**config.mk**
```make
export PLATFORM = sky130hd
export DESIGN_NAME = smc_sleep_ctrl
export DESIGN_NICKNAME = d
export VERILOG_FILES = /design/src/rtl/smc_pkg.sv /design/src/rtl/smc_sleep_ctrl.sv /design/src/rtl/smc_wake_filter.sv
export SDC_FILE = /design/constraint.sdc
export NUM_CORES = 1
export LEC_CHECK = 0
export BUFFER_PORTS_ARGS = -buffer_cell sky130_fd_sc_hd__buf_2
export CAP_MARGIN = 10
export CELL_PAD_IN_SITES_DETAIL_PLACEMENT = 0
export CELL_PAD_IN_SITES_GLOBAL_PLACEMENT = 1
export CORE_AREA = 8 8 82 84
export CTS_BUF_LIST = sky130_fd_sc_hd__clkbuf_8
export DETAILED_ROUTE_END_ITERATION = 6
export DIE_AREA = 0 0 90 92
export GPL_TIMING_DRIVEN = 0
export HOLD_SLACK_MARGIN = 0.15
export PLACE_DENSITY = 0.59
export SYNTH_ARGS = -nofsm -noshare
export SYNTH_HDL_FRONTEND = slang
export SYNTH_SLANG_ARGS = --single-unit
```
**constraint.sdc**
```tcl
create_clock -name mclk -period 2.3 [get_ports mclk]
set_input_delay 0.115 -clock mclk [delete_from_list [all_inputs] [get_ports mclk]]
set_output_delay 0.115 -clock mclk [all_outputs]
set_load 0.02 [all_outputs]
```
**src/rtl/smc_pkg.sv**
```systemverilog
// Package of constants and types for the sleep-mode clock controller
package smc_pkg;

	// ------------------------------------------------------------
	// Sleep kind encodings
	// ------------------------------------------------------------
	localparam logic [2:0] KIND_IDLE     = 3'h0;
	localparam logic [2:0] KIND_QUIET    = 3'h1;
	localparam logic [2:0] KIND_PWR_DOWN = 3'h2;
	localparam logic [2:0] KIND_PWR_SAVE = 3'h3;
	localparam logic [2:0] KIND_STANDBY  = 3'h6;
	localparam logic [2:0] KIND_EXT_STBY = 3'h7;

	// ------------------------------------------------------------
	// Wake source vector bit positions
	// ------------------------------------------------------------
	localparam int WAKE_W        = 10;
	localparam int WK_LINE0_EDGE = 0;
	localparam int WK_LINE0_LVL  = 1;
	localparam int WK_LINE1_EDGE = 2;
	localparam int WK_LINE1_LVL  = 3;
	localparam int WK_LINE2      = 4;
	localparam int WK_TWO_WIRE   = 5;
	localparam int WK_TIMER_TWO  = 6;
	localparam int WK_SELF_PROG  = 7;
	localparam int WK_CONVERTER  = 8;
	localparam int WK_COMPARATOR = 9;

	// ------------------------------------------------------------
	// Timing counts in clock cycles
	// ------------------------------------------------------------
	localparam logic [7:0] HALT_EXTRA_CYC  = 8'h04;
	localparam logic [7:0] STBY_WAKE_CYC   = 8'h06;
	localparam logic [7:0] START_UP_DFLT   = 8'h06;

	// Clock gate vector positions
	localparam int GATE_W    = 5;
	localparam int G_CPU     = 0;
	localparam int G_FLASH   = 1;
	localparam int G_IO      = 2;
	localparam int G_CONV    = 3;
	localparam int G_CRYSTAL = 4;

	typedef enum logic [3:0] {
		ST_RUN   = 4'h1,
		ST_SLEEP = 4'h2,
		ST_START = 4'h4,
		ST_HALT  = 4'h8
	} smc_state_t;

endpackage

```
**src/rtl/smc_sleep_ctrl.sv**
```systemverilog
// Sleep-mode controller: halt entry, clock gating and wake-up sequencing
`timescale 1ns/1ns
module smc_sleep_ctrl #(
	parameter logic [7:0] START_UP_CYC = smc_pkg::START_UP_DFLT
) (
	input  wire logic                        mclk,
	input  wire logic                        rst_n,
	input  wire logic                        sleep_permit_bit,
	input  wire logic [2:0]                  sleep_kind_field,
	input  wire logic                        comparator_off_bit,
	input  wire logic                        async_timer_enable_bit,
	input  wire logic                        crystal_source,
	input  wire logic                        converter_enable,
	input  wire logic                        halt_instr,
	input  wire logic                        any_reset,
	input  wire logic [smc_pkg::WAKE_W-1:0] wake_req,
	output logic [smc_pkg::GATE_W-1:0]      clk_run,
	output logic                             osc_run,
	output logic                             timer_osc_run,
	output logic                             comparator_on,
	output logic                             conv_start,
	output logic                             core_hold,
	output logic                             irq_go,
	output logic                             reset_vector,
	output logic                             asleep,
	output logic [2:0]                       active_kind
);
	import smc_pkg::*;

	// ------------------------------------------------------------
	// State record
	// ------------------------------------------------------------
	typedef struct packed {
		smc_state_t           st;
		logic [2:0]           kind;
		logic [7:0]           cnt;
		logic                 by_reset;
		logic [GATE_W-1:0]    clk_run;
		logic                 osc_run;
		logic                 timer_osc_run;
		logic                 comparator_on;
		logic                 conv_start;
		logic                 core_hold;
		logic                 irq_go;
		logic                 reset_vector;
		logic                 asleep;
	} smc_regs_t;

	smc_regs_t r;
	smc_regs_t next_r;
	logic      wake_hit;

	smc_wake_filter u_filter (
		.sleep_kind_field       (r.kind),
		.async_timer_enable_bit (async_timer_enable_bit),
		.comparator_off_bit     (comparator_off_bit),
		.wake_req               (wake_req),
		.wake_hit               (wake_hit)
	);

	// ------------------------------------------------------------
	// Helpers
	// ------------------------------------------------------------
	// A standby kind without a crystal is not offered, and the halt is refused
	// Unused codes are refused too, so a stray value never stops any clock
	function automatic logic kind_legal(input logic [2:0] k, input logic xtal);
		case (k)
			KIND_IDLE, KIND_QUIET, KIND_PWR_DOWN, KIND_PWR_SAVE: kind_legal = 1'b1;
			KIND_STANDBY, KIND_EXT_STBY:                         kind_legal = xtal;
			default:                                             kind_legal = 1'b0;
		endcase
	endfunction

	function automatic logic is_standby(input logic [2:0] k);
		is_standby = (k == KIND_STANDBY) || (k == KIND_EXT_STBY);
	endfunction

	// ------------------------------------------------------------
	// Next-state logic
	// ------------------------------------------------------------
	always_comb begin
		next_r            = r;
		next_r.conv_start = 1'b0;
		next_r.irq_go     = 1'b0;
		case (r.st)
			ST_RUN: begin
				next_r.clk_run       = '1;
				next_r.osc_run       = 1'b1;
				next_r.timer_osc_run = async_timer_enable_bit;
				next_r.comparator_on = ~comparator_off_bit;
				next_r.core_hold     = 1'b0;
				next_r.asleep        = 1'b0;
				next_r.reset_vector  = 1'b0;
				// Halt without permit falls through as a no-op
				if (halt_instr && sleep_permit_bit &&
				    kind_legal(sleep_kind_field, crystal_source)) begin
					next_r.st     = ST_SLEEP;
					next_r.kind   = sleep_kind_field;
					next_r.asleep = 1'b1;
					next_r.core_hold = 1'b1;
					next_r.clk_run[G_CPU]   = 1'b0;
					next_r.clk_run[G_FLASH] = 1'b0;
					case (sleep_kind_field)
						KIND_IDLE: begin
							next_r.conv_start = converter_enable;
						end
						KIND_QUIET: begin
							next_r.clk_run[G_IO] = 1'b0;
							next_r.comparator_on = 1'b0;
							next_r.conv_start    = converter_enable;
						end
						default: begin
							// Deep kinds: all clocks stop but the crystal clock in power-save and extended standby with the async timer on
							next_r.clk_run       = '0;
							next_r.comparator_on = 1'b0;
							next_r.clk_run[G_CRYSTAL] = async_timer_enable_bit &&
								((sleep_kind_field == KIND_PWR_SAVE) ||
								 (sleep_kind_field == KIND_EXT_STBY));
							next_r.timer_osc_run = next_r.clk_run[G_CRYSTAL];
							next_r.osc_run       = is_standby(sleep_kind_field);
						end
					endcase
				end
			end
			ST_SLEEP: begin
				// Processor and memory clocks stay stopped, so their contents hold
				next_r.clk_run[G_CPU]   = 1'b0;
				next_r.clk_run[G_FLASH] = 1'b0;
				if (any_reset) begin
					next_r.st       = ST_START;
					next_r.by_reset = 1'b1;
				end else if (wake_hit) begin
					next_r.st       = ST_START;
					next_r.by_reset = 1'b0;
				end
				if (any_reset || wake_hit) begin
					next_r.osc_run = 1'b1;
					// Standby kinds have the oscillator already running
					next_r.cnt = is_standby(r.kind) ? (STBY_WAKE_CYC - HALT_EXTRA_CYC)
					                                : START_UP_CYC;
				end
			end
			ST_START: begin
				// A reset that lands while the clocks restart still wins over the interrupt
				if (any_reset) begin
					next_r.by_reset = 1'b1;
				end
				if (r.cnt <= 8'h01) begin
					next_r.st      = ST_HALT;
					next_r.clk_run = '1;
					next_r.timer_osc_run = async_timer_enable_bit;
					next_r.cnt     = HALT_EXTRA_CYC;
				end else begin
					next_r.cnt = r.cnt - 8'h01;
				end
			end
			ST_HALT: begin
				if (any_reset) begin
					next_r.by_reset = 1'b1;
				end
				// The handler or the reset vector is signalled once the hold cycles have run
				if (r.cnt <= 8'h01) begin
					next_r.st           = ST_RUN;
					next_r.core_hold    = 1'b0;
					next_r.asleep       = 1'b0;
					next_r.irq_go       = ~(r.by_reset | any_reset);
					next_r.reset_vector = r.by_reset | any_reset;
				end else begin
					next_r.cnt = r.cnt - 8'h01;
				end
			end
			default: begin
				next_r.st = ST_RUN;
			end
		endcase
		next_r.comparator_on = next_r.comparator_on & ~comparator_off_bit;
	end

	// ------------------------------------------------------------
	// State register
	// ------------------------------------------------------------
	// Reset leaves every clock and the oscillator running so the core can fetch at once
	always_ff @(posedge mclk or negedge rst_n) begin
		if (!rst_n) begin
			r               <= '0;
			r.st            <= ST_RUN;
			r.clk_run       <= '1;
			r.osc_run       <= 1'b1;
			r.comparator_on <= 1'b1;
		end else begin
			r <= next_r;
		end
	end

	assign clk_run       = r.clk_run;
	assign osc_run       = r.osc_run;
	assign timer_osc_run = r.timer_osc_run;
	assign comparator_on = r.comparator_on;
	assign conv_start    = r.conv_start;
	assign core_hold     = r.core_hold;
	assign irq_go        = r.irq_go;
	assign reset_vector  = r.reset_vector;
	assign asleep        = r.asleep;
	assign active_kind   = r.kind;

endmodule // smc_sleep_ctrl

```
**src/rtl/smc_wake_filter.sv**
```systemverilog
// Wake source qualifier for the selected sleep kind
`timescale 1ns/1ns
module smc_wake_filter (
	input  wire logic [2:0]                  sleep_kind_field,
	input  wire logic                        async_timer_enable_bit,
	input  wire logic                        comparator_off_bit,
	input  wire logic [smc_pkg::WAKE_W-1:0] wake_req,
	output logic                             wake_hit
);
	import smc_pkg::*;

	logic [WAKE_W-1:0] allow;

	always_comb begin
		allow = '0;
		// External pins outside Idle: line two and levels only
		allow[WK_LINE0_LVL] = 1'b1;
		allow[WK_LINE1_LVL] = 1'b1;
		allow[WK_LINE2]     = 1'b1;
		allow[WK_TWO_WIRE]  = 1'b1;
		case (sleep_kind_field)
			KIND_IDLE: begin
				allow = '1;
				allow[WK_COMPARATOR] = ~comparator_off_bit;
			end
			KIND_QUIET: begin
				allow[WK_TIMER_TWO] = 1'b1;
				allow[WK_SELF_PROG] = 1'b1;
				allow[WK_CONVERTER] = 1'b1;
			end
			KIND_PWR_SAVE, KIND_EXT_STBY: begin
				allow[WK_TIMER_TWO] = async_timer_enable_bit;
			end
			default: begin
				allow[WK_TIMER_TWO] = 1'b0;
			end
		endcase
		wake_hit = |(allow & wake_req);
	end

endmodule // smc_wake_filter

```
Yosys cells after proc, flatten, opt, wreduce, memory -nomap -nowiden
Cells that the tools add are included.

Bits in registers: 29. Output and inout port bits: 16.

Mux-type cells: 39. $add $sub $neg: 1. $lt $le $gt $ge: 1. Bitwise operators: 5. Equality and inequality tests: 19. Reduce and logical (&&, ||, !) cells: 28.

Operators by type and width (number): $pmux 9 s3 (1); $mux 8 (3); $mux 4 (5); $pmux 4 s4 (1); $eq 3x3->1 const B (4); $mux 1 (12); $reduce_and 2->1 (6); $and 10x10->10 (1); $mux 10 (1); $ne 2x2->1 const B (5); $pmux 1 s2 (5); $reduce_or 10->1 (1); $eq 3x2->1 const B (3); $le 8x1->1 const B (1); $mux 2 (4); $reduce_or 2->1 (4); $sub 8x1->8 const B (1); $mux 7 (1); $eq 3x1->1 const B (2); $logic_not 3->1 (2); $mux 3 (2); $pmux 2 s3 (1); $pmux 3 s2 (1); $reduce_bool 2->1 (3); 16 further kinds (23).

Logic depth before layout (Yosys ltp)
Depth after elaboration: 8. Depth in mapped cells: 8.

Modules after synthesis
A second synthesis with hierarchy kept.

Cells, all modules: 153. Area, all modules: 1535.2 µm².

Modules (own cells, without submodules): smc_sleep_ctrl (cells each 146, times used 1, area an instance 1481.4 µm², seq. area each 684.4 µm²); smc_wake_filter (cells each 7, times used 1, area an instance 53.8 µm², seq. area each 0.0 µm²).

Worst setup path after synthesis
No wires, ideal clock.

Path kind: reg2reg. Start: reg r[14] (netlist name). End: reg r[18] (netlist name). Setup slack: 0.220 ns. Period minus slack after synthesis: 2.080 ns. Cell stages (with the launch flop): 9. Arrival time: 1.993 ns. Cell sequence: dfrtp_1 > inv_1 > ha_1 > or2_0 > buf_2 > and4_4 > buf_6 > or4_4 > a211oi_2.

Longest elaborated chain between the ends: 3. Elaborated cells between the ends (all ways): 7.

RTL lines: start: declaration (RTL line smc_sleep_ctrl.sv:49) `smc_regs_t r;`; start signal: assignment (RTL line smc_sleep_ctrl.sv:191) `r <= next_r;`; $sub 8x1->8 / $le 8x1->1 (equally long branches); $mux 8, or another cell as far along (RTL line smc_sleep_ctrl.sv:162) `if (r.cnt <= 8'h01) begin`; $pmux 9 s3 / $reduce_and 3->1 (equally long branches).

Several ways; a longest one is shown, not always the timed one. The select of a mux whose other input is x is not followed. A chain may end at the register's enable or synchronous reset.

Worst setup path after layout
Ends and elaborated chain as after synthesis.

==> impl_metrics.json <==
{
  "grt_pass1_wl_um": 7360,
  "power.internal_mw": 0.870,
  "grt_pass1_vias": 1484,
  "design.die.area_mm2": 0.00828,
  "place_hpwl_um": 3400,
  "crit_arrival_ns": 2.41,
  "grt_max_degree": 28,
  "core_mm2": 0.00541,
  "skew_ns": 0.00262,
  "finalCritPeriodShare_pct": 96.3,
  "slew-limit-headroom_pct": 34.1,
  "period_needed_ns": 2.21,
  "grt_usage_pct": 10.6,
  "die_y_um": 92,
  "cts_buffer_depth": 2,
  "final_common_cell": "buf_2",
  "powerDensity_mw_per_mm2": 676,
  "drive_above_1_share_pct": 35.7,
  "drt_iter0_drc": 77,
  "synthDistinctLibCells": 53,
  "maxCapViolations": 0,
  "p_sw_mw": 0.480,
  "antenna_found_initial": 0,
  "drtAntennaViolNets": 0,
  "hp-class": "input port to register",
  "max_freq_mhz": 452,
  "ctsResizeCount": 0,
  "io_pins": 38,
  "syn2layout_area_growth_pct": 25.8,
  "layout.nets": 238,
  "synth.avg_cell_area_um2": 9.74,
  "syn-cell-area_mm2": 0.00159,
  "wl_per_cell_um": 15.3,
  "initial_core_util_pct": 29.4,
  "power_mw": 1.35,
  "drt-pass1-iter-count": 4,
  "power.leakage_nw": 0.878,
  "criticalPathCategory": "register to register",
  "slew_viol_final": 0,
  "combPwrFrac_pct": 33.6,
  "root_buffer": "clkbuf_8",
  "finalSetupViolCount": 0,
  "pwr-share-clk_pct": 20.4,
  "hold_viol": 0,
  "mostFrequentLayoutCells": "buf_2 (42), dfrtp_1 (20), nor3_1 (12)",
  "yosysSeqAreaShare_pct": 43.1,
  "ir_drop_mv": 0.254,
  "cp-end-kind": "register",
  "cts_tree": "built",
  "grt_overflow": 0,
  "crit_path_start_kind": "register",
  "die_x_um": 90,
  "seqPwrFrac_pct": 46.0,
  "drt_drc_violations_left": 0,
  "worst-path-max-fanout": 10,
  "fin_area_mm2": 0.00200,
  "portBuffers": 37,
  "required_ns": 2.50,
  "yosysWarnings": 0,
  "clock_latency_ns": 0.27,
  "wl_um": 4350,
  "placed_cell_area_mm2": 0.00186,
  "worst_pin_slew_ns": 0.979,
  "place_congestion": 0.766,
  "fillCellCount": 565,
  "synth.net_count": 187,
  "status": "finished, final reports clean",
  "row_count": 27,
  "rsz0062_at_grt": "false",
  "hold_slack_ns": 0.208,
  "cts_sinks": 27,
  "diodes": 0,
  "synth_cells": 163,
  "via_per_inst": 5.02,
  "final.setup.tns_ns": 0,
  "clk_pin_slew_worst_paths_ns": 0.10,
  "swShare_pct": 35.6,
  "synth_seq_cells": 27,
  "cts_max_level": 1,
  "cts_buffers": 3,
  "dr_total_vias": 1432
}
logic make-up (layout without fill, tap and decap cells):
logic type	Yosys count	count (layout)	share of synthesized area [%]
AOI/OAI and AO/OA	39	39	17.9
and+or+nand+nor	67	67	26.1
buffers and inverters	25	75	9.38
xor gates and xnor gates	1	1	0.552
adders and majority gates	2	2	1.58
muxes	2	2	1.42
DFF	27	27	43.1
through the flow:
stage,cells,util [%],setup slack (ns)
after floorplan,163,-,0.220
after global placement,272,34.5,0.109
after detailed placement,272,34.5,0.0987
after CTS,284,36.8,0.0730
after global routing,285,36.9,0.00143
final,285,36.9,0.0860
flip-flops by register name, indices dropped and copies added, names as in the netlist:
register and flops:
conv_start 1, reset_vector 1, clk_run 4, osc_run 1, comparator_on 1, active_kind 3, timer_osc_run 1, irq_go 1
core_hold 1, r 13
critical path, cell delays in order (launching register included):
cell	delay (ns)
dfrtp_1	0.42
inv_1	0.06
ha_1	0.23
or2_0	0.23
buf_2	0.16
and4_4	0.19
buf_6	0.13
or4_4	0.51
a211oi_2	0.21
timing repair:
action / CTS / global route
setup buffers: 0 / 1
setup endpoints to repair: 0 / 1
hold endpoints to repair: 27 / 0
hold buffers: 8 / 0
worst paths after layout:
check / slack [ns] / startpoint / endpoint / cells after the start
max in group asynchronous: 1.49 / rst_n / irq_go / 2
worst max-delay path: 0.09 / r[14] / r[18] / 8
worst min-delay path: 0.21 / wake_req[0] / r[26] / 4
min in group asynchronous: 0.40 / rst_n / r[14] / 2
worst min register to register: 0.47 / r[13] / irq_go / 1
worst max register to register: 0.09 / r[14] / r[18] / 8
synth_stat cells, drive strengths merged:
library cell	count	area share [%]
o32ai	1	0.55
nand2	8	1.9
a21boi	1	0.47
o31a	3	1.7
a2111o	1	0.71
o21ai	12	3.8
nor2	7	1.7
o22ai	1	0.39
nor4	2	1.2
buf	16	7.2
and3	2	0.79
and4	3	1.8
a21oi	4	1.3
or2	1	0.39
nor4b	3	2.4
o41ai	1	0.55
o31ai	3	1.4
o32a	1	0.63
nor2b	3	1.2
a211oi	3	2.5
or4b	2	1.5
nor3	12	3.8
nand3	8	2.5
a21o	1	0.47
xor2	1	0.55
nand4	6	2.4
clkbuf	1	0.24
nand2b	3	1.2
o2111ai	1	0.55
o311ai	1	0.55
inv	8	1.9
dfrtp	20	32
or4	5	2.6
a31oi	3	1.2
mux2	2	1.4
dfstp	7	12
o311a	1	0.63
ha	2	1.6
or3	1	0.39
and2	1	0.39
a22o	1	0.55
cell type report:
class / count / area, um^2 / share of cell area, %
Timing Repair Buffer: 46 / 273 / 13.7
Buffer: 17 / 119 / 5.95
Inverter: 8 / 30.0 / 1.50
Clock inverter: 1 / 5.00 / 0.251
Sequential cell: 27 / 684 / 34.3
Multi-Input combinational cell: 111 / 754 / 37.8
Clock buffer: 3 / 41.3 / 2.07
Tap cell: 72 / 90.1 / 4.51
power groups by stage:
stage | clock network (mW) | logic, mW | registers (mW)
2_1_floorplan | 0 | 0.307 | 0.620
3_3_place_gp | 0 | 0.429 | 0.628
3_5_place_dp | 0 | 0.434 | 0.631
4_1_cts | 0.286 | 0.447 | 0.623
5_1_grt | 0.303 | 0.501 | 0.637
6_report | 0.275 | 0.454 | 0.621
routing by layer:
metal,routed length [um],global-route usage [%],part of all wire (%),vias to the layer above
met5,0,0,0,-
met1,1960,12.5,45,689
met2,2200,19.3,51,30
met4,32,2.50,0.74,0
li1,-,-,-,708
met3,159,2.36,3.7,5
Note: power is estimated with default switching activity, not from simulation.
